--- src/ptw_pkg.sv ---
// package: register map, field layout, reset values and timing for the tick and watchdog block
package ptw_pkg;
  localparam logic [7:0] TICK_CTRL_ADDR = 8'h14;
  localparam logic [7:0] TICK_FLAG_ADDR = 8'h15;
  localparam logic [7:0] WDG_CTRL_ADDR = 8'h16;
  localparam logic [7:0] WDG_SERVICE_ADDR = 8'h17;
  // tick control bits
  localparam int TC_IE_BIT = 7;
  localparam int TC_WAIT_BIT = 6;
  localparam int TC_BDM_BIT = 5;
  localparam int TC_BYP_BIT = 4;
  localparam int TC_RATE_LSB = 0;
  // tick flag bit
  localparam int TF_FLAG_BIT = 7;
  // watchdog control bits
  localparam int WC_CME_BIT = 7;
  localparam int WC_FORCE_MONITOR_BIT = 6;
  localparam int WC_FRC_BIT = 5;
  localparam int WC_WIN_BIT = 4;
  localparam int WC_DIS_BIT = 3;
  localparam int WC_RATE_LSB = 0;
  localparam logic [7:0] TICK_CTRL_RESET = 8'h00;
  localparam logic [7:0] WDG_CTRL_RESET_NORMAL = 8'h07;
  localparam logic [7:0] WDG_CTRL_RESET_SPECIAL = 8'h0F;
  localparam logic [7:0] KEY_ARM = 8'h55;
  localparam logic [7:0] KEY_FIRE = 8'hAA;
  // divider chain: first stage is 2^13, bypass replaces it with 4
  localparam int PRESCALE_LOG2 = 13;
  localparam int BYPASS_LOG2 = 2;
  localparam int CHAIN_WIDTH = 11;
  localparam int WDG_CNT_WIDTH = 11;
  typedef struct packed {
    logic [7:0] addr;
    logic [7:0] wdata;
    logic wr;
    logic rd;
  } ptw_bus_t;
endpackage

--- src/ptw_top.sv ---
// tick and watchdog block: divider chain, periodic tick, watchdog, clock monitor reset controls
//
// Chosen here: the address-and-strobe port.
`timescale 1ns/1ps
module ptw_top #(
  parameter int WDG_WIDTH = ptw_pkg::WDG_CNT_WIDTH
) (
  input wire logic ref_clk,
  input wire logic rst_n,
  input wire logic tick_clk_en,
  input wire logic special_mode,
  input wire logic in_background,
  input wire logic in_wait,
  input wire logic clock_lost,
  input wire logic monitor_enable_strap,
  input wire ptw_pkg::ptw_bus_t bus,
  output logic [7:0] rdata,
  output logic tick_irq,
  output logic wdg_reset,
  output logic monitor_reset,
  output logic monitor_active
);

  ////////////////////////////////////////////////////////////////////////
  // registers and decode

  logic [7:0] tick_ctrl_reg;
  logic [7:0] wdg_ctrl_reg;
  logic tick_flag_reg;
  logic strap_done_reg;
  logic bdm_once_reg;
  logic wait_once_reg;
  logic force_monitor_once_reg;
  logic win_once_reg;
  logic rate_once_reg;
  logic [7:0] rdata_reg;

  function automatic logic hit(input ptw_pkg::ptw_bus_t b, input logic [7:0] a);
    hit = b.wr && (b.addr == a);
  endfunction

  logic wr_tc;
  logic wr_tf;
  logic wr_wc;
  logic wr_ws;
  assign wr_tc = hit(bus, ptw_pkg::TICK_CTRL_ADDR);
  assign wr_tf = hit(bus, ptw_pkg::TICK_FLAG_ADDR);
  assign wr_wc = hit(bus, ptw_pkg::WDG_CTRL_ADDR);
  assign wr_ws = hit(bus, ptw_pkg::WDG_SERVICE_ADDR);

  // tick control: enable and rate free, the rest write-once or special-only
  always_ff @(posedge ref_clk)
  begin
    if (!rst_n)
    begin
      tick_ctrl_reg <= ptw_pkg::TICK_CTRL_RESET;
      bdm_once_reg <= 1'b0;
      wait_once_reg <= 1'b0;
    end
    else if (wr_tc)
    begin
      tick_ctrl_reg[ptw_pkg::TC_IE_BIT] <= bus.wdata[ptw_pkg::TC_IE_BIT];
      tick_ctrl_reg[ptw_pkg::TC_RATE_LSB +: 3] <= bus.wdata[ptw_pkg::TC_RATE_LSB +: 3];
      if (special_mode || !bdm_once_reg)
        tick_ctrl_reg[ptw_pkg::TC_BDM_BIT] <= bus.wdata[ptw_pkg::TC_BDM_BIT];
      if (special_mode || !wait_once_reg)
        tick_ctrl_reg[ptw_pkg::TC_WAIT_BIT] <= bus.wdata[ptw_pkg::TC_WAIT_BIT];
      if (special_mode)
        tick_ctrl_reg[ptw_pkg::TC_BYP_BIT] <= bus.wdata[ptw_pkg::TC_BYP_BIT];
      bdm_once_reg <= 1'b1;
      wait_once_reg <= 1'b1;
    end
  end

  // watchdog control; mode-dependent reset value taken on first clock after release
  always_ff @(posedge ref_clk)
  begin
    if (!rst_n)
    begin
      wdg_ctrl_reg <= ptw_pkg::WDG_CTRL_RESET_NORMAL;
      strap_done_reg <= 1'b0;
      force_monitor_once_reg <= 1'b0;
      win_once_reg <= 1'b0;
      rate_once_reg <= 1'b0;
    end
    else if (!strap_done_reg)
    begin
      strap_done_reg <= 1'b1;
      wdg_ctrl_reg <= special_mode ? ptw_pkg::WDG_CTRL_RESET_SPECIAL
                                   : ptw_pkg::WDG_CTRL_RESET_NORMAL;
      wdg_ctrl_reg[ptw_pkg::WC_CME_BIT] <= monitor_enable_strap;
    end
    else
    begin
      // force-reset test is a one-shot strobe bit
      wdg_ctrl_reg[ptw_pkg::WC_FRC_BIT] <= 1'b0;
      if (wr_wc)
      begin
        wdg_ctrl_reg[ptw_pkg::WC_CME_BIT] <= bus.wdata[ptw_pkg::WC_CME_BIT];
        if (special_mode || !force_monitor_once_reg)
          wdg_ctrl_reg[ptw_pkg::WC_FORCE_MONITOR_BIT] <= bus.wdata[ptw_pkg::WC_FORCE_MONITOR_BIT];
        if (special_mode || !win_once_reg)
          wdg_ctrl_reg[ptw_pkg::WC_WIN_BIT] <= bus.wdata[ptw_pkg::WC_WIN_BIT];
        if (special_mode || !rate_once_reg)
          wdg_ctrl_reg[ptw_pkg::WC_RATE_LSB +: 3] <= bus.wdata[ptw_pkg::WC_RATE_LSB +: 3];
        if (special_mode)
        begin
          wdg_ctrl_reg[ptw_pkg::WC_DIS_BIT] <= bus.wdata[ptw_pkg::WC_DIS_BIT];
          wdg_ctrl_reg[ptw_pkg::WC_FRC_BIT] <= bus.wdata[ptw_pkg::WC_FRC_BIT];
        end
        force_monitor_once_reg <= 1'b1;
        win_once_reg <= 1'b1;
        rate_once_reg <= 1'b1;
      end
    end
  end

  logic tick_ie;
  logic bdm_stop;
  logic wait_stop;
  logic bypass;
  logic [2:0] tick_rate;
  logic monitor_enable;
  logic force_monitor;
  logic force_test;
  logic win_mode;
  logic rst_dis;
  logic [2:0] wdg_rate;
  assign tick_ie = tick_ctrl_reg[ptw_pkg::TC_IE_BIT];
  assign wait_stop = tick_ctrl_reg[ptw_pkg::TC_WAIT_BIT];
  assign bdm_stop = tick_ctrl_reg[ptw_pkg::TC_BDM_BIT];
  assign bypass = tick_ctrl_reg[ptw_pkg::TC_BYP_BIT];
  assign tick_rate = tick_ctrl_reg[ptw_pkg::TC_RATE_LSB +: 3];
  assign monitor_enable = wdg_ctrl_reg[ptw_pkg::WC_CME_BIT];
  assign force_monitor = wdg_ctrl_reg[ptw_pkg::WC_FORCE_MONITOR_BIT];
  assign force_test = wdg_ctrl_reg[ptw_pkg::WC_FRC_BIT];
  assign win_mode = wdg_ctrl_reg[ptw_pkg::WC_WIN_BIT];
  assign rst_dis = wdg_ctrl_reg[ptw_pkg::WC_DIS_BIT];
  assign wdg_rate = wdg_ctrl_reg[ptw_pkg::WC_RATE_LSB +: 3];

  ////////////////////////////////////////////////////////////////////////
  // divider chain

  logic halted;
  logic advance;
  assign halted = (bdm_stop && in_background) || (wait_stop && in_wait);
  assign advance = tick_clk_en && !halted;

  logic [ptw_pkg::PRESCALE_LOG2-1:0] pre_reg;
  logic pre_out;
  // prescale free-runs; a watchdog restart never touches it
  always_ff @(posedge ref_clk)
  begin
    if (!rst_n)
      pre_reg <= '0;
    else if (advance)
      pre_reg <= pre_reg + 1'b1;
  end
  assign pre_out = advance && (bypass ? (&pre_reg[ptw_pkg::BYPASS_LOG2-1:0]) : (&pre_reg));

  logic [ptw_pkg::CHAIN_WIDTH-1:0] chain_reg;
  always_ff @(posedge ref_clk)
  begin
    if (!rst_n)
      chain_reg <= '0;
    else if (pre_out)
      chain_reg <= chain_reg + 1'b1;
  end

  // tick period for code c is 2^(12+c): prescale plus c-1 chain bits
  function automatic logic chain_done(input logic [ptw_pkg::CHAIN_WIDTH-1:0] c,
                                      input logic [3:0] n);
    logic r;
    r = 1'b1;
    for (int i = 0; i < ptw_pkg::CHAIN_WIDTH; i++)
      if (i < n)
        r = r & c[i];
    chain_done = r;
  endfunction

  logic tick_evt;
  assign tick_evt = pre_out && (tick_rate != 3'd0) &&
                    chain_done(chain_reg, {1'b0, tick_rate} - 4'd1);

  ////////////////////////////////////////////////////////////////////////
  // tick flag and request

  always_ff @(posedge ref_clk)
  begin
    if (!rst_n)
      tick_flag_reg <= 1'b0;
    else if (tick_evt)
      tick_flag_reg <= 1'b1;
    else if (wr_tf && bus.wdata[ptw_pkg::TF_FLAG_BIT])
      tick_flag_reg <= 1'b0;
  end

  always_ff @(posedge ref_clk)
  begin
    if (!rst_n)
      tick_irq <= 1'b0;
    else
      tick_irq <= tick_flag_reg && tick_ie;
  end

  ////////////////////////////////////////////////////////////////////////
  // watchdog counter, counts prescale outputs since last restart

  function automatic logic [4:0] wdg_bits(input logic [2:0] r);
    case (r)
      3'd1: wdg_bits = 5'd0;
      3'd2: wdg_bits = 5'd2;
      3'd3: wdg_bits = 5'd4;
      3'd4: wdg_bits = 5'd6;
      3'd5: wdg_bits = 5'd8;
      3'd6: wdg_bits = 5'd9;
      3'd7: wdg_bits = 5'd10;
      default: wdg_bits = 5'd0;
    endcase
  endfunction

  logic [WDG_WIDTH-1:0] wdg_cnt_reg;
  logic [WDG_WIDTH:0] wdg_limit;
  logic [WDG_WIDTH:0] wdg_wopen;
  logic wdg_on;
  logic wdg_timeout;
  logic in_window;
  logic restart;
  logic key_arm;
  logic key_fire;
  logic bad_key;
  logic early;
  assign wdg_on = (wdg_rate != 3'd0);
  assign wdg_limit = (WDG_WIDTH+1)'(1) << wdg_bits(wdg_rate);
  // window opens after three quarters of the period
  assign wdg_wopen = wdg_limit - (wdg_limit >> 2);
  assign in_window = ({1'b0, wdg_cnt_reg} >= wdg_wopen);
  assign wdg_timeout = wdg_on && pre_out &&
                       ({1'b0, wdg_cnt_reg} + 1'b1 >= wdg_limit);
  assign key_arm = wr_ws && (bus.wdata == ptw_pkg::KEY_ARM);
  assign key_fire = wr_ws && (bus.wdata == ptw_pkg::KEY_FIRE);
  assign bad_key = wdg_on && wr_ws && !key_arm && !key_fire;
  assign early = wdg_on && win_mode && wr_ws && !in_window;

  logic armed_reg;
  assign restart = key_fire && armed_reg;
  always_ff @(posedge ref_clk)
  begin
    if (!rst_n)
      armed_reg <= 1'b0;
    else if (restart)
      armed_reg <= 1'b0;
    else if (key_arm)
      armed_reg <= 1'b1;
  end

  always_ff @(posedge ref_clk)
  begin
    if (!rst_n)
      wdg_cnt_reg <= '0;
    else if (restart || !wdg_on || wdg_timeout)
      wdg_cnt_reg <= '0;
    else if (pre_out)
      wdg_cnt_reg <= wdg_cnt_reg + 1'b1;
  end

  ////////////////////////////////////////////////////////////////////////
  // reset requests

  logic mon_on;
  logic wdg_fail;
  logic mon_fail;
  assign mon_on = force_monitor || monitor_enable;
  assign wdg_fail = wdg_timeout || bad_key || early || (force_test && wdg_on);
  assign mon_fail = (mon_on && clock_lost) || (force_test && mon_on);

  always_ff @(posedge ref_clk)
  begin
    if (!rst_n)
    begin
      wdg_reset <= 1'b0;
      monitor_reset <= 1'b0;
      monitor_active <= 1'b0;
    end
    else
    begin
      // clock monitor vector outranks watchdog when both fire
      monitor_reset <= !rst_dis && mon_fail;
      wdg_reset <= !rst_dis && wdg_fail && !mon_fail;
      monitor_active <= mon_on;
    end
  end

  ////////////////////////////////////////////////////////////////////////
  // read data

  always_ff @(posedge ref_clk)
  begin
    if (!rst_n)
      rdata_reg <= 8'h00;
    else if (bus.rd)
    begin
      case (bus.addr)
        ptw_pkg::TICK_CTRL_ADDR: rdata_reg <= tick_ctrl_reg;
        ptw_pkg::TICK_FLAG_ADDR: rdata_reg <= {tick_flag_reg, 7'h00};
        ptw_pkg::WDG_CTRL_ADDR: rdata_reg <= wdg_ctrl_reg;
        default: rdata_reg <= 8'h00;
      endcase
    end
    else
      rdata_reg <= 8'h00;
  end
  assign rdata = rdata_reg;
endmodule

--- config.mk ---
export PLATFORM = sky130hd
export DESIGN_NAME = ptw_top
export DESIGN_NICKNAME = d
export VERILOG_FILES = /design/src/ptw_pkg.sv /design/src/ptw_top.sv
export SDC_FILE = /design/constraint.sdc
export NUM_CORES = 1
export LEC_CHECK = 0
export BUFFER_PORTS_ARGS = -buffer_cell sky130_fd_sc_hd__buf_2
export CORE_AREA = 2 2 123 101
export CTS_CLUSTER_SIZE = 12
export DETAILED_ROUTE_END_ITERATION = 8
export DIE_AREA = 0 0 125 103
export PLACE_DENSITY = 0.56
export SETUP_SLACK_MARGIN = 0.4
export SLEW_MARGIN = 40
export SYNTH_ARGS = -nofsm -noshare
export SYNTH_HDL_FRONTEND = slang
export SYNTH_SLANG_ARGS = --single-unit
export TNS_END_PERCENT = 100
--- constraint.sdc ---
create_clock -name ref_clk -period 3.9 [get_ports ref_clk]
set_input_delay 0.975 -clock ref_clk [delete_from_list [all_inputs] [get_ports ref_clk]]
set_output_delay 0.975 -clock ref_clk [all_outputs]
set_load 0.02 [all_outputs]
Word level (Yosys, flattened, before mapping)
Cells that the tools add are included.
- register bits: 67
- bits of input ports: 26
- output and inout port bits: 12
- logic and storage cells: 155
- add/subtract/negate cells: 6
- order comparisons: 13
- equality and inequality tests: 15
- shift-type cells: 1
- multiplexer cells: 25
- bitwise logic cells: 11
- reductions and logical operators: 61
- operator list (cell ; count):
    8-bit by 5-bit == test with 1-bit output, second input constant ; 4
    1-bit logical AND ; 29
    4-bit case mux with 6 select lines ; 1
    8-bit case mux with 3 select lines ; 1
    11-bit by 1-bit adder with 11-bit output, second input constant ; 2
    1-bit two-way mux ; 19
    3-bit by 4-bit < comparator with 1-bit output, first input constant ; 4
    8-bit two-way mux ; 2
    2-bit AND reduction ; 7
    13-bit by 1-bit adder with 13-bit output, second input constant ; 1
    13-bit AND reduction ; 1
    11-bit by 1-bit adder with 12-bit output, second input constant ; 1
    3-bit == test, second input constant ; 4
    11-bit by 12-bit greater-or-equal comparator with 1-bit output ; 1
    12-bit greater-or-equal comparator ; 1
    4-bit < comparator, first input constant ; 3
    1-bit by 5-bit left shift with 12-bit output, first input constant ; 1
    12-bit by 10-bit subtractor with 12-bit output ; 1
    1-bit bitwise AND ; 10
    1-bit logical OR ; 10
    1-bit logical NOT ; 9
    8-bit by 7-bit == test with 1-bit output, second input constant ; 1
    8-bit == test, second input constant ; 1
    1-bit by 4-bit < comparator with 1-bit output, first input constant ; 2
    11 further kinds ; 16

Logic depth before layout (Yosys ltp)
- depth in word-level cells: 25
- gate-level depth with buffers: 16
- gate-level depth less buffers: 15

Worst setup path after synthesis
No wires, ideal clock.
- path type: reg-to-reg
- start: register wdg_ctrl_reg[0]
- end: register wdg_reset
- data arrival time: 2.735 ns
- data required time: 3.785 ns
- setup slack: 1.051 ns
- cell stages (with the launch flop): 14
- path buffers: 1
- period minus slack after synthesis: 2.849 ns
- cell sequence: dfxtp_1 > buf_2 > or3_1 > ha_1 > o21ai_0 > a21oi_1 > a32o_1 > a221oi_1 > ha_1 > a21oi_1 > o21ai_0 > a21oi_1 > o311a_1 > o21a_1
- word-level cells in the longest chain between the ends: 11
- elaborated cells on any way between the ends: 27
- those cells by class: add/sub (1); order compare (2); eq/ne (6); shift (1); mux (1); reduce/logical (16)
- ends and longest elaborated chain (item ; line ; text):
    start, declared ; ptw_top.sv:28 ; logic [7:0] wdg_ctrl_reg;
    start signal, assigned ; ptw_top.sv:80 ; wdg_ctrl_reg <= ptw_pkg::WDG_CTRL_RESET_NORMAL;
    start signal, assigned ; ptw_top.sv:89 ; wdg_ctrl_reg <= special_mode ? ptw_pkg::WDG_CTRL_RESET_SPECIAL
    start signal, assigned by index ; ptw_top.sv:91 ; wdg_ctrl_reg[ptw_pkg::WC_CME_BIT] <= monitor_enable_strap;
    3-bit == test / 3-bit by 2-bit == test with 1-bit output (equally long branches) ; ptw_top.sv:210 ; case (r)
    4-bit case mux with 6 select lines ; ptw_top.sv:210 ;
    1-bit by 5-bit left shift with 12-bit output ; ptw_top.sv:234 ; assign wdg_limit = (WDG_WIDTH+1)'(1) << wdg_bits(wdg_rate);
    12-bit by 10-bit subtractor with 12-bit output ; ptw_top.sv:236 ; assign wdg_wopen = wdg_limit - (wdg_limit >> 2);
    11-bit by 12-bit greater-or-equal comparator with 1-bit output ; ptw_top.sv:237 ; assign in_window = ({1'b0, wdg_cnt_reg} >= wdg_wopen);
    1-bit logical NOT ; ptw_top.sv:243 ; assign early = wdg_on && win_mode && wr_ws && !in_window;
    1-bit logical AND ; ptw_top.sv:243 ;
    1-bit logical OR ; ptw_top.sv:274 ; assign wdg_fail = wdg_timeout || bad_key || early || (force_test && wdg_on);
    1-bit logical OR (*) ; ptw_top.sv:274 ;
    1-bit logical AND (*) (2 in series) ; ptw_top.sv:289 ; wdg_reset <= !rst_dis && wdg_fail && !mon_fail;
    end signal, assigned ; ptw_top.sv:289 ;
    end, declared ; ptw_top.sv:19 ; output logic wdg_reset,
Every way passes the cells marked *; elsewhere a longest branch is shown, timed or not.
A chain may end at the register's enable or synchronous reset.

Worst setup path after layout
- start: register wdg_ctrl_reg[2]
- end: register wdg_reset
Same word-level chain as after synthesis.

==> summary.md <==
| Metric | Value |
|---|---|
| CP dominant cell by count | a21oi_1 |
| WP depth | 13 |
| Met2 global-route usage | 22.0% |
| Sequential cell area fraction in the yosys report | 33.4% |
| Critical Path End Type | flop |
| R2r setup slk | 0.68 ns |
| Lkg Pwr | 0.00198 uW |
| VDD IR max | 200 uV |
| Worst R2R Start | wdg_ctrl_reg[2] |
| First-pass GRT wire length | 14.9 mm |
| Final global-route overflow total | 0 |
| Layout cells sized above 1 | 13.2% |
| Antenna cells | 0 |
| CP startpoint | wdg_ctrl_reg[2] |
| Root buf cell | clkbuf_16 |
| Max Cap Violations | 0 |
| Die span in y | 103 um |
| Synth unique cells | 55 |
| Routability cong. | 0.751 |
| CP endpoint | wdg_reset |
| Longest Clk Path Bufs | 2 |
| FF-to-FF End | wdg_reset |
| Slowest cell on crit path | dfxtp_2 |
| Width of the die | 125 um |
| Finished Core Util | 39.4% |
| Starting Density | 34.0% |
| Setup Skew | 0.00442 ns |
| FF-to-FF path depth | 13 |
| Post-Route WL | 8.77 mm |
| Critical path type | reg -> reg |
| Crit-path leading delay family | compound AO/OA/AOI/OAI gates |
| CP Cell Sequence | inv_1, or3_1, ha_1, o21ai_0, a21oi_1, a32o_1, a221oi_1, ha_1, a21oi_1, o21ai_0, a21oi_1, o311a_1, o21a_1 |
| Drt drc | 0 |
| Hold violation total from the final report | 0 |
| Status | finished clean |
| Number of global-route vias before repair | 3031 |
| Slew of the pin with the lowest slew margin | 0.629 ns |
| Worst path max stage delay | 0.44 ns |
| Reg clk slew, reported paths | 0.05 ns |
| Avg Cell Area, Syn | 8.65 um2 |
| GRT met1 Usage | 19.6% |
| Synth Flop Type | dfxtp_1 |
| Post-Layout Cell Count | 667 |
| Setup Viol. Count Final | 0 |
| Tcrit/Tclk final | 82.5% |
| Vias | 3280 |
| Flops & latches, synth | 67 |
| Iter 0 DRT Violations | 204 |
| # port buffers | 37 |
| Unrepaired setup endpoints after global routing | false |
| CTS tree | built |
| Post-detail-place hpwl | 6.65 mm |
| Wire length per cell | 13.2 um |
| Nets | 573 |
| Setup TNS | 0 ns |
| Post-Synthesis Cells | 464 |
| Area growth syn-to-layout | 15.9% |
| TritonRoute pass-1 iters | 7 |
| Post-layout min period | 3.22 ns |
| Number of flops mapped to enable cells by yosys | 0 |
| Inserted Clock Buffers | 9 |
| Vias per cell | 4.92 |
| Row cnt | 36 |
| Synth async-reset ratio | 0% |
| Global routing usage on met3 | 4.05% |
| Die area | 12900 um2 |
| CTS sink count | 67 |
| CTS HTree Levels | 3 |
| HP Class | reg -> reg |
| Largest net degree at the start of global routing | 50 |
| Most Crowded Layer GR | met2 |
| IO Count | 38 |
| Later-pin clock latency in the skew report | 0.34 ns |
| Slew HR | 57.8% |
| Synthesis Warnings | 0 |
| P per Cell Area | 326 nW/um2 |
| Critical path startpoint category | flop |
| Setup bufs post-CTS | 0 |
| GR Util All Layers | 14.7% |
| Crit Path Max Fanout | 12 |
| Core area | 11800 um2 |
| Mapped cell area | 4010 um2 |
| Fmax achieved | 311 MHz |
| Placed cell count | 652 |
| Detail Route Antenna Nets | 0 |
| Worst Path Buf+Inv | 1 |
| Required @ worst endpoint | 4.13 ns |
| Max Slew Vio Count | 0 |
| Initial antenna violation count | 0 |
| Critical Path AT | 3.44 ns |
| Largest register FFs | 13 |
[final cells by class]
type                       count  area, um2
clock buffer                  10        239
clock inverter                 5       30.0
fill                        1202       7150
inverter                      20       75.1
multi-input combinational    374       2570
sequential                    67       1340
tap                          152        190
timing repair buffer          39        200
[worst min-delay path by stage]
stage	start	to	depth (start not counted)
after floorplan	wdg_ctrl_reg[3]	rdata[3]	2
after CTS	wdg_ctrl_reg[3]	rdata[3]	2
final	wdg_ctrl_reg[3]	rdata[3]	2
after global placement	wdg_ctrl_reg[3]	rdata[3]	2
after global routing	pre_reg[1]	pre_reg[1]	2
after detailed placement	wdg_ctrl_reg[3]	rdata[3]	2
[logic make-up after synthesis]
group / Yosys count / synth area share, %
and+or+nand+nor: 191 / 25.0
AOI/OAI and AO/OA: 69 / 11.6
DFF: 67 / 33.4
xor gates and xnor gates: 47 / 10.3
adders and majority gates: 36 / 11.4
buffers and inverters: 33 / 3.40
muxes: 19 / 4.74
other: 2 / 0.187
[tightest hold or removal path, cell delays in order, from the launching register on]
cell     delay [ns]
dfxtp_1        0.34
nand2_1        0.07
nor2_1         0.03
[per-stage QoR]
stage                     worst slack [ns]  hold WS (ns)  cell area [um2]  total power (uW)
after floorplan                       1.05         0.437             4050               769
after global placement               0.661         0.463             4380               800
after detailed placement             0.546         0.471             4380               802
after CTS                            0.527         0.479             4650              1540
after global routing                 0.440         0.510             4650              1580
final                                0.682         0.481             4650              1520
[cells in the mapped netlist (all sizes together) (6+ instances only)]
library cell,count,area share (%)
a21boi,6,1.4
a21oi,15,1.9
and2,24,3.8
buf,6,0.87
clkbuf,7,0.65
dfxtp,67,33
ha,35,11
inv,20,1.9
mux2i,19,4.7
nand2,44,4.1
nand3,27,3.8
nand4,6,0.94
nor2,46,4.3
nor2b,11,1.7
o21ai,19,2.5
or3,6,0.94
xnor2,38,8.3
xor2,9,2.0
[metal layers]
metal  up-vias  wire length [um]
met5         -                 0
met4         0               210
met3        17               481
met2        71              3660
met1      1504              4430
li1       1688                 -
[power by group]
part,internal [uW],total [uW],switching [uW]
registers,690,696,5.55
logic,39.8,93.5,53.7
clock network,439,729,290
total,1170,1520,349
[layout by cell type (no fill, tap or decap), types with 4 or more instances in the layout]
cell,count
dfxtp_1,66
nor2_1,46
nand2_1,44
xnor2_1,38
buf_2,37
ha_1,35
nand3_1,25
and2_1,23
inv_1,20
mux2i_1,19
o21ai_0,17
a21oi_1,15
conb_1,12
nor2b_1,11
xor2_1,9
clkbuf_16,9
or3_1,6
nand4_1,6
o211ai_1,5
o21a_1,4
a31oi_1,4
[what timing repair did]
item | in CTS | in global routing
gates resized for setup | 0 | 1
hold buffers | 0 | 0
endpoints found under the setup margin | 0 | 1
(Power assumes the default switching activity.)
